## src/jlf_regs.svh

```systemverilog
`ifndef JLF_REGS_SVH
`define JLF_REGS_SVH

////////////////////////////////////////////////////////////////////////////
// Alignment character data values (sent with the control flag set)
`define JLF_CHAR_F          8'hFC   // K28.7, frame end
`define JLF_CHAR_A          8'h7C   // K28.3, multiframe end

////////////////////////////////////////////////////////////////////////////
// Sync header patterns, bit 0 first on the line
`define JLF_SH_ONE          2'h1    // Pattern 01
`define JLF_SH_ZERO         2'h2    // Pattern 10

////////////////////////////////////////////////////////////////////////////
// Block and multiblock geometry
`define JLF_LAST_OCT_IN_BLK 3'h7
`define JLF_LAST_BLK_IN_MB  5'h1F
`define JLF_EMB_SUPPORTED   4'h1

////////////////////////////////////////////////////////////////////////////
// Sync header stream fields
`define JLF_SHS_EOEMB_POS   22
`define JLF_SHS_EOMB        5'h10   // Bits 31..27, stream order 0,0,0,0,1

////////////////////////////////////////////////////////////////////////////
// Scrambler reset values
`define JLF_SCR64_SEED      58'h0
`define JLF_SCR8_SEED       15'h0

`endif

```

## src/jlf_pkg.sv

```systemverilog
package jlf_pkg;

    // Line encoding of the lane
    typedef enum logic {
        JLF_ENC_8B10B,
        JLF_ENC_64B66B
    } jlf_enc_type;

    // Parity carried in the sync header stream
    typedef enum logic {
        JLF_PAR_CRC12,
        JLF_PAR_FEC
    } jlf_parity_type;

    // Static link configuration
    typedef struct packed {
        jlf_enc_type    enc;
        jlf_parity_type parity;
        logic           scramble_enable;
        logic [8:0]     frame_octets;   // F, 1..256
        logic [8:0]     mf_frames;      // K, 1..256
        logic [3:0]     emb_count;      // E requested
    } jlf_cfg_type;

    // One lane word: an 8b/10b octet or a 66-bit block
    typedef struct packed {
        logic        is_block;
        logic        ctrl_char;
        logic        eomb;
        logic        eoemb;
        logic [7:0]  octet;
        logic [0:65] block;
    } jlf_lane_word_type;

    // Scrambler step results
    typedef struct packed {
        logic [57:0] state;
        logic [0:63] data;
    } jlf_scr64_type;

    typedef struct packed {
        logic [14:0] state;
        logic [7:0]  data;
    } jlf_scr8_type;

endpackage : jlf_pkg

```

## src/jlf_link_framer.sv

```systemverilog
// Behaviour
// - Repeated unscrambled frame end octet sent as F
// - Repeated unscrambled multiframe end octet sent as A
// - Scrambled frame end 0xFC sent as F
// - Scrambled multiframe end 0x7C sent as A
// - Pack eight octets, scramble, prepend sync header
// - Header bits 0-1, octet n at 2+8n
// - Multiblock is exactly 32 blocks
// - Only one multiblock per extended multiblock
// - Extended multiblock holds whole frames
// - SYSREF phases the multiblock clock, 32 blocks
// - Header is 01 for one, 10 for zero
// - 32 headers form one stream word
// - Stream word ends 00001, unique with CRC
// - Stream bit 22 set every multiblock
// - Stream carries CRC-12 or FEC parity only
// - Scrambling forced on for 64b/66b
// - SYSREF phases the multiframe clock, K frames
module jlf_link_framer
    import jlf_pkg::*;
(
    input  wire logic              clk_sys_in,
    input  wire logic              reset_n_in,
    input  wire jlf_cfg_type       link_cfg_in,
    input  wire logic              sysref_in,
    input  wire logic [25:0]       parity_word_in,
    input  wire logic              octet_valid_in,
    input  wire logic [7:0]        octet_in,
    output logic                   octet_ready_out,
    output logic                   lane_valid_out,
    output jlf_lane_word_type      lane_word_out,
    input  wire logic              lane_ready_in,
    output logic                   lmfc_pulse_out,
    output logic                   lemc_pulse_out,
    output logic                   config_error_out
);

`include "jlf_regs.svh"

    ////////////////////////////////////////////////////////////////////////
    // Scrambler steps and sync header stream layout

    // Self-synchronous 1 + x^39 + x^58 over one block, octet 0 first
    function automatic jlf_scr64_type scr64_step(
        input logic [57:0] state,
        input logic [0:63] data
    );
        jlf_scr64_type r;
        logic          o;
        r.state = state;
        r.data  = data;
        for (int i = 0; i < 64; i++) begin
            o          = data[i] ^ r.state[38] ^ r.state[57];
            r.data[i]  = o;
            r.state    = {r.state[56:0], o};
        end
        return r;
    endfunction : scr64_step

    // Self-synchronous 1 + x^14 + x^15 over one octet, MSB first
    function automatic jlf_scr8_type scr8_step(
        input logic [14:0] state,
        input logic [7:0]  data
    );
        jlf_scr8_type r;
        logic         o;
        r.state = state;
        r.data  = data;
        for (int i = 7; i >= 0; i--) begin
            o          = data[i] ^ r.state[13] ^ r.state[14];
            r.data[i]  = o;
            r.state    = {r.state[13:0], o};
        end
        return r;
    endfunction : scr8_step

    // Stream word, bit n goes out in block n
    function automatic logic [31:0] shs_build(
        input logic [25:0] par,
        input logic        fec
    );
        logic [31:0] w;
        w = 32'h0;
        if (fec) begin
            for (int i = 0; i < 22; i++) begin
                w[i] = par[25-i];
            end
            w[23] = par[3];
            w[24] = par[2];
            w[25] = par[1];
            w[26] = par[0];
        end else begin
            w[0]  = par[11];
            w[1]  = par[10];
            w[2]  = par[9];
            w[3]  = 1'b1;
            w[4]  = par[8];
            w[5]  = par[7];
            w[6]  = par[6];
            w[7]  = 1'b1;
            w[8]  = par[5];
            w[9]  = par[4];
            w[10] = par[3];
            w[11] = 1'b1;
            w[12] = par[2];
            w[13] = par[1];
            w[14] = par[0];
            w[15] = 1'b1;
            w[19] = 1'b1;   // Command bits stay zero
            w[21] = 1'b1;
            w[23] = 1'b1;
        end
        w[`JLF_SHS_EOEMB_POS] = 1'b1;
        w[31:27] = `JLF_SHS_EOMB;
        return w;
    endfunction : shs_build

    ////////////////////////////////////////////////////////////////////////
    // Declarations

    logic              sysref_meta_reg;
    logic              sysref_sync_reg;
    logic              sysref_prev_reg;
    logic [8:0]        oct_pos_reg;
    logic [8:0]        frm_pos_reg;
    logic [2:0]        blk_oct_reg;
    logic [4:0]        blk_idx_reg;
    logic [7:0]        prev_last_reg;
    logic [0:55]       blk_acc_reg;
    logic [57:0]       scr64_reg;
    logic [14:0]       scr8_reg;
    logic [25:0]       parity_hold_reg;
    logic              cfg_err_reg;
    logic              in_ready_reg;
    logic              lane_valid_reg;
    jlf_lane_word_type lane_word_reg;
    logic              spare_valid_reg;
    jlf_lane_word_type spare_word_reg;
    logic              lmfc_pulse_reg;
    logic              lemc_pulse_reg;

    logic              sysref_edge;
    logic              mode64;
    logic              fire;
    logic              push;
    logic [8:0]        oct_base;
    logic [8:0]        frm_base;
    logic [2:0]        blko_base;
    logic [4:0]        blk_base;
    logic              frame_last;
    logic              mf_last;
    logic              blk_full;
    logic              mb_last;
    logic [8:0]        oct_pos_next;
    logic [8:0]        frm_pos_next;
    logic [2:0]        blk_oct_next;
    logic [4:0]        blk_idx_next;
    jlf_scr8_type      scr8_res;
    logic [7:0]        oct8;
    logic              repeat_oct;
    logic              use_a;
    logic              use_f;
    logic [7:0]        char_oct;
    jlf_scr64_type     scr64_res;
    logic [25:0]       parity_use;
    logic [31:0]       shs_word;
    logic [0:65]       block_word;
    jlf_lane_word_type in_word;
    logic              cfg_err_next;
    logic              pop;
    logic              head_take_in;
    logic              head_take_spare;
    logic              spare_take_in;
    logic              lane_valid_next;
    logic              spare_valid_next;

    ////////////////////////////////////////////////////////////////////////
    // SYSREF capture, two stages before the edge detector

    always_ff @(posedge clk_sys_in or negedge reset_n_in) begin
        if (!reset_n_in) begin
            sysref_meta_reg <= 1'b0;
            sysref_sync_reg <= 1'b0;
            sysref_prev_reg <= 1'b0;
        end else begin
            sysref_meta_reg <= sysref_in;
            sysref_sync_reg <= sysref_meta_reg;
            sysref_prev_reg <= sysref_sync_reg;
        end
    end

    // Rising SYSREF restarts every frame and block counter
    assign sysref_edge = sysref_sync_reg & ~sysref_prev_reg;
    assign oct_base    = sysref_edge ? 9'h000 : oct_pos_reg;
    assign frm_base    = sysref_edge ? 9'h000 : frm_pos_reg;
    assign blko_base   = sysref_edge ? 3'h0 : blk_oct_reg;
    assign blk_base    = sysref_edge ? 5'h00 : blk_idx_reg;

    ////////////////////////////////////////////////////////////////////////
    // Position decode

    assign mode64     = (link_cfg_in.enc == JLF_ENC_64B66B);
    assign fire       = octet_valid_in & in_ready_reg;
    assign frame_last = (oct_base == link_cfg_in.frame_octets - 9'h001);
    assign mf_last    = frame_last &
                        (frm_base == link_cfg_in.mf_frames - 9'h001);
    assign blk_full   = (blko_base == `JLF_LAST_OCT_IN_BLK);
    assign mb_last    = blk_full & (blk_base == `JLF_LAST_BLK_IN_MB);

    // Counter advance on each accepted octet
    assign oct_pos_next = !fire ? oct_base :
                          frame_last ? 9'h000 : oct_base + 9'h001;
    assign frm_pos_next = !(fire & frame_last) ? frm_base :
                          mf_last ? 9'h000 : frm_base + 9'h001;
    assign blk_oct_next = fire ? blko_base + 3'h1 : blko_base;
    assign blk_idx_next = (fire & blk_full) ? blk_base + 5'h01
                                            : blk_base;

    ////////////////////////////////////////////////////////////////////////
    // 8b/10b alignment character substitution

    assign scr8_res   = scr8_step(scr8_reg, octet_in);
    assign oct8       = link_cfg_in.scramble_enable ? scr8_res.data
                                                    : octet_in;
    assign repeat_oct = (oct8 == prev_last_reg);

    // A wins at a multiframe end, else F at a frame end
    assign use_a = mf_last & (link_cfg_in.scramble_enable ?
                   (oct8 == `JLF_CHAR_A) : repeat_oct);
    assign use_f = frame_last & ~use_a & (link_cfg_in.scramble_enable ?
                   (oct8 == `JLF_CHAR_F) : repeat_oct);
    assign char_oct = use_a ? `JLF_CHAR_A :
                      use_f ? `JLF_CHAR_F : oct8;

    ////////////////////////////////////////////////////////////////////////
    // 64b/66b block assembly

    assign scr64_res  = scr64_step(scr64_reg, {blk_acc_reg, octet_in});
    assign parity_use = (blk_base == 5'h00) ? parity_word_in
                                            : parity_hold_reg;
    assign shs_word   = shs_build(parity_use,
                                  link_cfg_in.parity == JLF_PAR_FEC);
    assign block_word = {shs_word[blk_base] ? `JLF_SH_ONE
                                            : `JLF_SH_ZERO,
                         scr64_res.data};

    // Word handed to the buffer
    assign push              = fire & (~mode64 | blk_full);
    assign in_word.is_block  = mode64;
    assign in_word.ctrl_char = ~mode64 & (use_a | use_f);
    assign in_word.eomb      = mode64 & mb_last;
    assign in_word.eoemb     = mode64 & mb_last;
    assign in_word.octet     = mode64 ? 8'h00 : char_oct;
    assign in_word.block     = mode64 ? block_word : 66'h0;

    // Unsupported E or a frame split across the multiblock end
    assign cfg_err_next = cfg_err_reg |
        (mode64 & (link_cfg_in.emb_count != `JLF_EMB_SUPPORTED)) |
        (mode64 & push & mb_last & ~frame_last);

    ////////////////////////////////////////////////////////////////////////
    // Framing state

    always_ff @(posedge clk_sys_in or negedge reset_n_in) begin
        if (!reset_n_in) begin
            oct_pos_reg <= 9'h000;
            frm_pos_reg <= 9'h000;
            blk_oct_reg <= 3'h0;
            blk_idx_reg <= 5'h00;
            cfg_err_reg <= 1'b0;
        end else begin
            oct_pos_reg <= oct_pos_next;
            frm_pos_reg <= frm_pos_next;
            blk_oct_reg <= blk_oct_next;
            blk_idx_reg <= blk_idx_next;
            cfg_err_reg <= cfg_err_next;
        end
    end

    // Data history and scrambler states
    always_ff @(posedge clk_sys_in or negedge reset_n_in) begin
        if (!reset_n_in) begin
            prev_last_reg   <= 8'h00;
            blk_acc_reg     <= 56'h0;
            scr64_reg       <= `JLF_SCR64_SEED;
            scr8_reg        <= `JLF_SCR8_SEED;
            parity_hold_reg <= 26'h0;
        end else begin
            if (fire & frame_last)
                prev_last_reg <= oct8;
            if (fire)
                blk_acc_reg <= {blk_acc_reg[8:55], octet_in};
            if (push & mode64)
                scr64_reg <= scr64_res.state;
            if (fire & ~mode64 & link_cfg_in.scramble_enable)
                scr8_reg <= scr8_res.state;
            if (push & mode64 & (blk_base == 5'h00))
                parity_hold_reg <= parity_word_in;
        end
    end

    ////////////////////////////////////////////////////////////////////////
    // Two-entry output buffer, head register drives the lane

    assign pop              = lane_valid_reg & lane_ready_in;
    assign head_take_in     = push & (~lane_valid_reg | pop);
    assign spare_take_in    = push & lane_valid_reg & ~pop;
    assign head_take_spare  = pop & spare_valid_reg;
    assign lane_valid_next  = head_take_in | head_take_spare |
                              (lane_valid_reg & ~pop);
    assign spare_valid_next = spare_take_in | (spare_valid_reg & ~pop);

    always_ff @(posedge clk_sys_in or negedge reset_n_in) begin
        if (!reset_n_in) begin
            lane_valid_reg  <= 1'b0;
            lane_word_reg   <= '0;
            spare_valid_reg <= 1'b0;
            spare_word_reg  <= '0;
            in_ready_reg    <= 1'b0;
        end else begin
            lane_valid_reg  <= lane_valid_next;
            spare_valid_reg <= spare_valid_next;
            in_ready_reg    <= ~spare_valid_next & ~cfg_err_next;
            if (head_take_in)
                lane_word_reg <= in_word;
            else if (head_take_spare)
                lane_word_reg <= spare_word_reg;
            if (spare_take_in)
                spare_word_reg <= in_word;
        end
    end

    ////////////////////////////////////////////////////////////////////////
    // Multiframe and multiblock end pulses

    always_ff @(posedge clk_sys_in or negedge reset_n_in) begin
        if (!reset_n_in) begin
            lmfc_pulse_reg <= 1'b0;
            lemc_pulse_reg <= 1'b0;
        end else begin
            lmfc_pulse_reg <= fire & ~mode64 & mf_last;
            lemc_pulse_reg <= push & mode64 & mb_last;
        end
    end

    ////////////////////////////////////////////////////////////////////////
    // Outputs

    assign octet_ready_out  = in_ready_reg;
    assign lane_valid_out   = lane_valid_reg;
    assign lane_word_out    = lane_word_reg;
    assign lmfc_pulse_out   = lmfc_pulse_reg;
    assign lemc_pulse_out   = lemc_pulse_reg;
    assign config_error_out = cfg_err_reg;

endmodule : jlf_link_framer

```

## config.mk

```make
export PLATFORM = sky130hd
export DESIGN_NAME = jlf_link_framer
export DESIGN_NICKNAME = d
export VERILOG_FILES = /design/src/jlf_pkg.sv /design/src/jlf_link_framer.sv
export VERILOG_INCLUDE_DIRS = /design/src
export SDC_FILE = /design/constraint.sdc
export NUM_CORES = 1
export LEC_CHECK = 0
export BUFFER_PORTS_ARGS = -buffer_cell sky130_fd_sc_hd__buf_2
export CORE_MARGIN = 2
export CORE_UTILIZATION = 45
export CTS_CLUSTER_SIZE = 14
export DETAILED_ROUTE_END_ITERATION = 8
export PLACE_DENSITY = 0.61
export SYNTH_ARGS = -nofsm -noshare
export SYNTH_HDL_FRONTEND = slang
export SYNTH_SLANG_ARGS = --single-unit
export TNS_END_PERCENT = 100
```

## constraint.sdc

```tcl
create_clock -name clk_sys_in -period 4.5 [get_ports clk_sys_in]
set_input_delay 0.9 -clock clk_sys_in [delete_from_list [all_inputs] [get_ports clk_sys_in]]
set_output_delay 0.9 -clock clk_sys_in [all_outputs]
set_load 0.05 [all_outputs]
```

Word level (Yosys, flattened, before mapping)
Cells that the tools add are included.
Widths: inputs -> output; s select.
{"block": "op_classes", "addsub": 6, "multipliers": 0, "div_mod_pow": 0, "n_lt_le_gt_ge": 1, "eq_ne": 8, "shifts": 0, "mux": 30, "bitwise_logic": 188, "n_reduce_logical": 2}
{"op": "$mux 78", "n": 2}
{"op": "$xor 1x1->1", "n": 144}
{"op": "$mux 66", "n": 1}
{"op": "$mux 9", "n": 6}
{"op": "$mux 8", "n": 4}
{"op": "$and 1x1->1", "n": 28}
{"op": "$mux 26", "n": 1}
{"op": "$add 9x1->9 const B", "n": 2}
{"op": "$eq 9x9->1", "n": 2}
{"op": "$sub 9x1->9 const B", "n": 2}
{"op": "$mux 16", "n": 1}
{"op": "$mux 3", "n": 4}
{"op": "$mux 5", "n": 2}
{"op": "$eq 8x7->1 const B", "n": 1}
{"op": "$eq 8x8->1", "n": 1}
{"op": "$eq 8x8->1 const B", "n": 1}
{"op": "$not 1->1", "n": 8}
{"op": "$or 1x1->1", "n": 8}
{"op": "$mux 1", "n": 7}
{"op": "$lt 5x6->1 const B", "n": 1}
{"op": "$add 5x1->5 const B", "n": 1}
{"op": "$bmux 1 s5", "n": 1}
{"op": "$eq 5x5->1 const B", "n": 1}
{"op": "$logic_not 5->1", "n": 1}
{"op": "other kinds (5)", "n": 5}
{"block": "word_totals", "reg_bits": 353, "latch_bits": 0, "ram_bits": 0, "rom_bits": 0, "inputBits": 64, "out_inout_bits": 83, "elab_cells": 264, "n_memories": 0}

Longest topological paths before layout
Gate-level depths: netlist (run 1).
{"block": "depth", "word_depth": 13, "ltp_mapped": 17, "mapped_depth_nobuf": 11}

Worst setup path after synthesis (run 1)
Ideal clock, no wire load.
{"block": "synth_timing", "path_type": "flip-flop to flip-flop", "start": "register sysref_prev_reg", "end": "register spare_word_reg[65] in the netlist's numbering", "setup_ps": 96, "t_arrival_ps": 3389, "path_slack_ps": 1016, "stages_incl_launch_ff": 15, "path_buffers": 3, "cell_sequence": "dfrtp_1 nand2b_1 clkbuf_1 buf_2 buf_2 nand2_1 ha_1 or4b_1 nand2_2 mux2_2 a221oi_1 a221oi_1 a2111oi_2 a31oi_1 o31ai_1"}
{"block": "synth_between", "elab_chain_cells": 10}
{"item": "start, declared", "line_no": "jlf_link_framer.sv:123", "text": "logic sysref_prev_reg;"}
{"item": "start signal, assigned", "line_no": "jlf_link_framer.sv:188", "text": "sysref_prev_reg <= sysref_sync_reg;"}
{"item": "$not 1->1 *", "line_no": "jlf_link_framer.sv:193", "text": "assign sysref_edge = sysref_sync_reg & ~sysref_prev_reg;"}
{"item": "$and 1x1->1 *", "line_no": "jlf_link_framer.sv:193"}
{"item": "$mux 5", "line_no": "jlf_link_framer.sv:197", "text": "assign blk_base = sysref_edge ? 5'h00 : blk_idx_reg;"}
{"item": "$logic_not 5->1", "line_no": "jlf_link_framer.sv:239", "text": "assign parity_use = (blk_base == 5'h00) ? parity_word_in"}
{"item": "$mux 26", "line_no": "jlf_link_framer.sv:239"}
{"item": "$mux 16, or another cell as far along", "line_no": "jlf_link_framer.sv:84", "text": "if (fec) begin"}
{"item": "$bmux 1 s5", "line_no": "jlf_link_framer.sv:243", "text": "assign block_word = {shs_word[blk_base] ? `JLF_SH_ONE"}
{"item": "$mux 1 (not written as such)", "line_no": "jlf_link_framer.sv:243"}
{"item": "$mux 2 (no source line)"}
{"item": "$mux 66", "line_no": "jlf_link_framer.sv:254", "text": "assign in_word.block = mode64 ? block_word : 66'h0;"}
{"item": "end signal, assigned", "line_no": "jlf_link_framer.sv:329", "text": "spare_word_reg <= in_word;"}
{"item": "end, declared", "line_no": "jlf_link_framer.sv:138", "text": "jlf_lane_word_type spare_word_reg;"}
Every way passes the cells marked *; elsewhere a longest branch is shown, timed or not. The select of a mux whose other input is x is not followed.
A chain may end at the register's enable or synchronous reset.

Worst setup path in the final report (run 1)
Ends and elaborated chain as after synthesis.

==> flow_summary.ini, run 1 <==
[yosys]
ys_ff_latch = 352
async_flop_share_pct = 100
postSynthCellCount = 1760
yosys_warnings = 0
synth-edff-count = 0
seq_area_frac_synth_pct = 50.4
synth_flop_cell = dfrtp_1
synth_common_cells = 432 x nand2_1, 352 x dfrtp_1, 189 x o21ai_0, 142 x xnor2_1, 98 x mux2_2
synth_top_area_share_pct = 50.4
synth_largest_area_cell = dfrtp_1
yosysMostFrequentCell = nand2_1
syn_nets = 1833
syn_area_per_cell_um2 = 9.93
synthTopCellsByArea = dfrtp_1 50%, nand2_1 9.3%, xnor2_1 7.1%
synth_cell_types = 83
syn_area_um2 = 17500

[pwr]
leakage_uw = 0.00974
vdd_drop_max_mv = 0.239
p_per_area_nw_per_um2 = 339
combPwrFrac_pct = 5.6
sw_frac_of_total_pct = 23.5
total_power_uw = 6790
pwr-share-seq_pct = 47.4
p_int_uw = 5200
p_clk_share_pct = 47.0
switchingPower_uw = 1600

[critical_path]
path_class = register to register
path_max_fanout = 19
critical_path_arrival_ns = 4.12
cp-start-kind = register
required_ns = 4.93
endpoint_kind = register

[clock_network]
cts.sinks = 352
clkLatencyLatePin_ns = 0.54
post-cts-setup-buffers = 0
numCtsBuffers = 39
cts.repair.resized = 0
cts_root_buf = clkbuf_16
clkTransAtPathRegs_ns = 0.06
cts-hold-fix-buffers = 0
cts_buffer_depth = 3
cts_tree = yes
htreeDepth = 2

[floorplanning]
core.rowCount = 72
ioPinCount = 147
die_w_um = 201
core_area_um2 = 38500
dieArea_um2 = 40400
fp.dieH_um = 201
initial_utilization_pct = 45.4

[min_path]
hold_path_class = input pin to asynchronous set/reset pin

[timing]
tightest_slew_ns = 0.899
relSlewSlack_pct = 39.6
rsz0062_at_grt = false
fmax_mhz = 271
min_period_ns = 3.69
setup_viol = 0
setup_tns_ns = 0
final-max-slew-violation-count = 0
fin_crit_sh_pct = 82.0
fin_worst_skew_ns = 0.0186
hold_viol = 0

[detailed_routing]
drtPass1Iterations = 5
wl_um = 45300
vias_per_cell = 5.31
ant_nets = 0
drc = 0
drt_iter0_drc = 873
dr_total_vias = 12900
wl_per_cell_um = 18.7

[status]
outcome = finished, final reports clean

[grt]
grt_max_degree = 111
grt_pass1_wl_um = 73200
grt-ovfl-total = 0
top_usage_layer = met2
grt_use_met2_pct = 39.2
grt_pass1_vias = 12900
grt_antenna_before_repair = 1
grtUsageTotal_pct = 22.8
grt_util_met3_pct = 3.80
grt_use_met1_pct = 30.0

[placed_design]
place_hpwl_um = 31800
portBuffers = 146
globalplace.congestion = 0.890

[finish]
synthToLayoutAreaGrowth_pct = 14.8
nets = 1944
layout-drive-gt1-share_pct = 19.8

[job]
maxCapViolations = 0
-- cell families after synthesis --
| logic type | synth area share, % |
|---|---|
| and+or+nand+nor | 15.8 |
| AOI/OAI and AO/OA | 11.4 |
| muxes | 9.48 |
| buffers and inverters | 2.84 |
| adders and majority gates | 0.645 |
| DFF | 50.4 |
| xor gates and xnor gates | 9.43 |
-- metrics by stage --
stage / worst slack, ns / hold WS, ns / utilization (%) / std cells / area [um2]
final: 0.811 / 0.334 / 52.1 / 2419 / 20000
after global routing: 0.528 / 0.369 / 52.1 / 2418 / 20000
after CTS: 0.813 / 0.355 / 52.1 / 2418 / 20000
after detailed placement: 0.750 / 0.342 / 48.8 / 2348 / 18800
after global placement: 0.797 / 0.348 / 48.8 / 2348 / 18800
after floorplan: 1.02 / 0.331 / - / 1760 / 17500
-- worst paths after layout --
check | startpoint | to | slack [ns] | cells after the start
max in group asynchronous | reset_n_in | spare_word_reg[39] | 3.06 | 2
max reg2reg | sysref_prev_reg | spare_word_reg[65] | 0.81 | 12
max | sysref_prev_reg | spare_word_reg[65] | 0.81 | 12
min | reset_n_in | spare_word_reg[51] | 0.33 | 1
min reg2reg | sysref_meta_reg | sysref_sync_reg | 0.35 | 0
min in group clk_sys_in | sysref_meta_reg | sysref_sync_reg | 0.35 | 0
-- area by class of cell --
| type | count | area, um2 |
|---|---|---|
| multi-input cells | 1281 | 8210 |
| clock inverters | 14 | 141 |
| repair buffers | 172 | 998 |
| well taps | 518 | 648 |
| clock buffers | 56 | 1140 |
| flip-flops and latches | 352 | 8810 |
| inverters | 25 | 93.8 |
| diodes | 1 | 2.50 |
| fillers | 3567 | 18400 |
-- worst max-delay path, cell delays in order (launching register included) --
cell       delay, ns
dfrtp_1         0.39
nand2b_1        0.27
nand2_1         0.15
ha_1            0.19
or4b_1          0.44
buf_4           0.19
nand2_2         0.36
mux2_2          0.39
a221oi_1        0.27
a221oi_1        0.11
a2111oi_2       0.49
a31oi_1         0.12
o31ai_1         0.21
-- power by group through the flow --
stage               logic (uW)  registers [uW]  clock network [uW]
floorplan                  163            3310                   0
global placement           381            3280                   0
detailed placement         386            3280                   0
CTS                        387            3220                3260
global route               422            3220                3400
finish                     380            3220                3190
-- routing by layer --
metal,share of wire [%],vias to the layer above
met3,4.7,58
met2,50,271
met4,2.2,0
met5,0,-
li1,-,6259
met1,43,6264
-- placed cells by master (no fill, tap or decap), types with 6 or more instances in the layout --
cell type and instances:
o21a_1 11, clkbuf_16 40, nor4_1 10, nor2_1 25, o31ai_1 37, o21ai_0 189
xnor2_1 142, nor3_1 14, nand2_1 429, dfrtp_1 352, buf_2 145, and2_1 9
clkinv_2 8, clkbuf_8 8, mux2i_1 53, ha_1 9, o22ai_1 6, and3_1 15
mux2_2 98, nand4_1 9, buf_4 21, inv_1 23, clkbuf_1 8, or3_1 34
a21oi_1 14, xor2_1 38, nand3_1 21
(Power assumes the default switching activity.)
==> run 2, diff against run 1 <==
--- a/config.mk
+++ b/config.mk
@@ -6,6 +6,7 @@
 export SDC_FILE = /design/constraint.sdc
 export NUM_CORES = 1
 export LEC_CHECK = 0
+export ABC_AREA = 1
 export BUFFER_PORTS_ARGS = -buffer_cell sky130_fd_sc_hd__buf_2
 export CORE_MARGIN = 2
 export CORE_UTILIZATION = 45
==> constraint.sdc (replaced) <==
create_clock -name clk_sys_in -period 3.43 [get_ports clk_sys_in]
set_input_delay 0.686 -clock clk_sys_in [delete_from_list [all_inputs] [get_ports clk_sys_in]]
set_output_delay 0.686 -clock clk_sys_in [all_outputs]
set_load 0.05 [all_outputs]
==> flow_summary.ini, run 2 <==
[critical_path]
critical_path_arrival_ns = 3.46
path_class = register to register
reg2reg_depth = 14
path_max_fanout = 55
endpoint_kind = register
r2r-start = sysref_sync_reg
crit_start = sysref_sync_reg
cp-start-kind = register
rrSetupSlack_ns = 0.42
required_ns = 3.88

[placed_design]
place_hpwl_um = 35100
dp_slack_ns = 0.363
globalplace.congestion = 0.905
placedCellCount = 2869
portBuffers = 146
dpl_cell_area_um2 = 19200

[detailed_routing]
wl_per_cell_um = 16.8
drc = 0
wl_um = 49500
dr_total_vias = 15200
drt_iter0_drc = 1092
vias_per_cell = 5.16
ant_nets = 0
drtPass1Iterations = 6

[pwr]
leakage_uw = 0.0105
vdd_drop_max_mv = 0.290
p_per_area_nw_per_um2 = 454

[clock_network]
numCtsBuffers = 40
cts.sinks = 352
cts.repair.resized = 0
cts_root_buf = clkbuf_16
cts-hold-fix-buffers = 0
cts_tree = yes
cts_buffer_depth = 3
clkTransAtPathRegs_ns = 0.06
post-cts-setup-buffers = 0
clkLatencyLatePin_ns = 0.56
htreeDepth = 2

[finish]
final_common_cell = nand2_1
final_cell_area_um2 = 20500
nets = 2459
layout-drive-gt1-share_pct = 13.8
mostFrequentLayoutCells = 778 x nand2_1, 352 x dfrtp_1, 207 x o21ai_0
synthToLayoutAreaGrowth_pct = 14.4
regArea_um2 = 8810
multiInputGateArea_um2 = 7970
diodes = 0
final_cells = 2939
n_fill_cell = 3821

[yosys]
yosysMostFrequentCell = nand2_1
synth_common_cells = 779 x nand2_1, 352 x dfrtp_1, 207 x o21ai_0, 174 x inv_1, 141 x nor2_1
synth_top_family_by_area = simple AND/OR/NAND/NOR gates
yosys_warnings = 0
postSynthCellCount = 2275
yosys.area_share.adder_pct = 0.628
synth_largest_area_cell = dfrtp_1
async_flop_share_pct = 100
synth-edff-count = 0
synth_top_area_share_pct = 49.1
synth-simple-area-share_pct = 27.1
muxShareOfSynthArea_pct = 1.05
syn_area_per_cell_um2 = 7.88
syn_nets = 2348
synthTopCellsByArea = dfrtp_1 49%, nand2_1 16%, o21ai_0 5.8%
ys_ff_latch = 352
synth_cell_types = 45
syn_area_um2 = 17900
seq_area_frac_synth_pct = 49.1
synth_compound_area_share_pct = 9.21
synth_flop_cell = dfrtp_1
synthXorXnorAreaFrac_pct = 6.34

[floorplanning]
fp.dieH_um = 204
core_area_um2 = 39500
initial_utilization_pct = 45.3
dieArea_um2 = 41500
die_w_um = 204
ioPinCount = 147
core.rowCount = 73

[timing]
final-max-slew-violation-count = 0
fmax_mhz = 332
fin_worst_skew_ns = 0.0237
rsz0062_at_grt = false
relSlewSlack_pct = 49.8
tightest_slew_ns = 0.752
hold_viol = 0
fin_ws_ns = 0.417
setup_tns_ns = 0
min_period_ns = 3.01
fin_crit_sh_pct = 87.8
setup_viol = 0

[job]
maxCapViolations = 0

[grt]
grt_pass1_wl_um = 80400
grtUsageTotal_pct = 24.6
grt_pass1_vias = 14600
grt-ovfl-total = 0
grt_max_degree = 118
grt_antenna_before_repair = 1

[status]
outcome = finished, final reports clean

[min_path]
hold_path_class = input pin to asynchronous set/reset pin
run 2: cell types whose count changed after synthesis, moves of 27 or more:
cell     delta
o31ai_1    -36
mux2i_1    -51
inv_1     +150
xor2_1     +27
nand2_1   +347
mux2_2     -83
a21oi_1    +47
nand3_1   +114
or2_2      +34
xnor2_1    -79
or3_1      -34
nor2_1    +114
run 2: cells by family after synthesis:
logic type                 count (synthesis)
AOI/OAI and AO/OA                        309
and+or+nand+nor                         1166
muxes                                     17
DFF                                      352
adders and majority gates                  9
buffers and inverters                    293
xor gates and xnor gates                 129
run 2: critical path: stages (launching register included):
cell and delay [ns]:
dfrtp_1 0.41, inv_1 0.08, nor2_2 0.06, nor2_1 0.16, ha_1 0.18, ha_1 0.15
inv_1 0.04, nor2_1 0.50, nor2_1 0.16, buf_4 0.19, nor2_4 0.09, buf_4 0.53
o22ai_1 0.13, mux2i_1 0.16, inv_1 0.05
run 2: routing by layer:
metal	GRT usage, %	share of wire, %	vias up
met3	3.07	4.5	82
li1	-	-	7478
met4	7.87	2.8	2
met2	40.5	48	374
met5	0	0.026	-
met1	33.8	45	7241
run 2: cell type report:
cell class / count / share of cell area (%)
clock inverter: 7 / 0.244
sequential: 352 / 43.0
timing repair buffer: 179 / 5.31
clock buffer: 63 / 6.08
tap: 525 / 3.20
multi-input combinational: 1630 / 38.9
inverter: 183 / 3.35
run 2: path summary, 6_finish.rpt:
| kind | end |
|---|---|
| worst max-delay path | lane_word_out[77] |
| worst min-delay path | lane_word_out[43] |
| worst max register to register | lane_word_out[77] |
| worst min register to register | sysref_sync_reg |
| max in group asynchronous | blk_acc_reg[44] |
| min in group clk_sys_in | sysref_meta_reg |
run 2: report_power, final:
group | leakage (uW) | switching [uW] | internal, uW
clock network | 0.000647 | 1740 | 2490
logic | 0.00517 | 553 | 218
registers | 0.00473 | 64.8 | 4230
run 2: metrics by stage:
stage                     utilization, %  hold slack, ns  power, uW
after global placement              48.6           0.363       5140
final                               51.8           0.129       9300
after detailed placement            48.6           0.365       5150
after floorplan                        -           0.331       4830
after global routing                51.8           0.175       9660
after CTS                           51.8           0.145       9420
==> run 3, diff against run 2 <==
--- a/config.mk
+++ b/config.mk
@@ -7,12 +7,13 @@
 export NUM_CORES = 1
 export LEC_CHECK = 0
 export ABC_AREA = 1
-export BUFFER_PORTS_ARGS = -buffer_cell sky130_fd_sc_hd__buf_2
+export BUFFER_PORTS_ARGS = -buffer_cell sky130_fd_sc_hd__clkbuf_2
 export CORE_MARGIN = 2
 export CORE_UTILIZATION = 45
 export CTS_CLUSTER_SIZE = 14
 export DETAILED_ROUTE_END_ITERATION = 8
 export PLACE_DENSITY = 0.61
+export RECOVER_POWER = 50
 export SYNTH_ARGS = -nofsm -noshare
 export SYNTH_HDL_FRONTEND = slang
 export SYNTH_SLANG_ARGS = --single-unit
==> flow_summary.ini, run 3 (synthesized netlist as in run 2, its figures left out) <==
[min_path]
min-delay-start = sysref_in
hold_path_class = input pin to register

[grt]
grt_antenna_before_repair = 1
grtUsageTotal_pct = 24.5
grt_pass1_wl_um = 80200
grt_max_degree = 118
grt_pass1_vias = 14500
grt-ovfl-total = 0

[timing]
rsz0062_at_grt = false
setup_viol = 0
hold_viol = 0
holdWs_ns = 0.224
fin_crit_sh_pct = 88.2
relSlewSlack_pct = -68.0
fmax_mhz = 331
fin_worst_skew_ns = 0.0137
min_period_ns = 3.02
setup_tns_ns = 0
final-max-slew-violation-count = 90
tightest_slew_ns = 2.52
fin_ws_ns = 0.406

[critical_path]
endpoint_kind = register
crit_path_end = lane_word_out[77]
path_class = register to register
crit_start = sysref_sync_reg
r2r-start = sysref_sync_reg
cp-start-kind = register
path_max_fanout = 55
reg2reg_to = lane_word_out[77]
required_ns = 3.89
rrSetupSlack_ns = 0.41
reg2reg_depth = 14
critical_path_arrival_ns = 3.49

[floorplanning]
fp.dieH_um = 204
core.rowCount = 73
die_w_um = 204
dieArea_um2 = 41500
initial_utilization_pct = 45.3
ioPinCount = 147
core_area_um2 = 39500

[pwr]
p_int_uw = 6910
combPwrFrac_pct = 8.2
switchingPower_uw = 2390
leakage_uw = 0.0105
vdd_drop_max_mv = 0.298
p_per_area_nw_per_um2 = 455
p_clk_share_pct = 45.6
pwr-share-seq_pct = 46.2
sw_frac_of_total_pct = 25.7

[placed_design]
dp_slack_ns = 0.294
place_hpwl_um = 35600
globalplace.congestion = 0.891
portBuffers = 146

[clock_network]
clkLatencyLatePin_ns = 0.57
cts_root_buf = clkbuf_16
cts.sinks = 352
numCtsBuffers = 40
htreeDepth = 2
cts_buffer_depth = 3
clkTransAtPathRegs_ns = 0.06
post-cts-setup-buffers = 0
cts_tree = yes

[status]
violations = max-capacitance violations, max-slew violations
outcome = complete, but fails checks

[detailed_routing]
vias_per_cell = 5.16
wl_per_cell_um = 16.8
wl_um = 49300
dr_total_vias = 15200
drc = 0
drtPass1Iterations = 5
ant_nets = 0
drt_iter0_drc = 1049

[job]
maxCapViolations = 1

[finish]
layout-drive-gt1-share_pct = 13.4
mostFrequentLayoutCells = 779 x nand2_1, 352 x dfrtp_1, 207 x o21ai_0
synthToLayoutAreaGrowth_pct = 14.1
nets = 2460
final_common_cell = nand2_1
-- run 3: cell count changes in the layout (fill, tap and decap cells not counted), moves of 5 or more --
cell / delta
buf_2: -145
clkbuf_8: -8
buf_4: -5
clkbuf_2: +152
clkbuf_1: +7
-- run 3: cell type report --
cell class | instances | area (um2)
timing repair buffer | 180 | 1040
clock inverter | 8 | 105
multi-input combinational | 1630 | 7970
sequential | 352 | 8810
inverter | 183 | 687
clock buffer | 61 | 1180
fill | 3839 | 19100
tap | 525 | 657
antenna | 1 | 2.50
-- run 3: repair_timing --
action | 4_1_cts | 5_1_grt
resized for setup | 0 | 1
setup endpoints to repair | 0 | 4
hold buffers | 0 | 0
-- run 3: how the worst min path moves through the flow --
stage,slack [ns],to,cells after the start
CTS,0.17,lane_word_out[44],1
global placement,0.37,sysref_sync_reg,0
global route,0.20,sysref_meta_reg,1
finish,0.22,sysref_meta_reg,1
floorplan,0.33,sysref_sync_reg,0
detailed placement,0.37,sysref_sync_reg,0
-- run 3: metrics by stage --
stage,power (uW),cells,cell area [um2],utilization (%)
after floorplan,4830,2275,17900,-
after global placement,5140,2870,19200,48.5
after detailed placement,5150,2870,19200,48.5
after CTS,9400,2939,20500,51.8
after global routing,9660,2940,20500,51.7
final,9310,2940,20500,51.7
-- run 3: power groups by stage --
stage / clock, uW / combinational [uW] / sequential (uW)
detailed placement: 0 / 775 / 4380
global placement: 0 / 768 / 4370
floorplan: 0 / 325 / 4500
CTS: 4320 / 778 / 4300
finish: 4240 / 766 / 4300
global route: 4500 / 853 / 4310
-- run 3: worst max-delay path: stages (launching register included) --
cell	delay, ns
dfrtp_1	0.41
inv_1	0.08
nor2_2	0.05
nor2_1	0.12
ha_1	0.17
ha_1	0.18
inv_1	0.05
nor2_1	0.53
nor2_1	0.13
buf_4	0.20
nor2_4	0.09
buf_4	0.53
o22ai_1	0.14
mux2i_1	0.16
inv_1	0.06
-- run 3: layer usage --
layer | global-route usage (%) | part of all wire (%)
met1 | 33.2 | 45
met2 | 41.0 | 48
met3 | 3.02 | 4.1
met4 | 7.48 | 2.5
met5 | 0 | 0
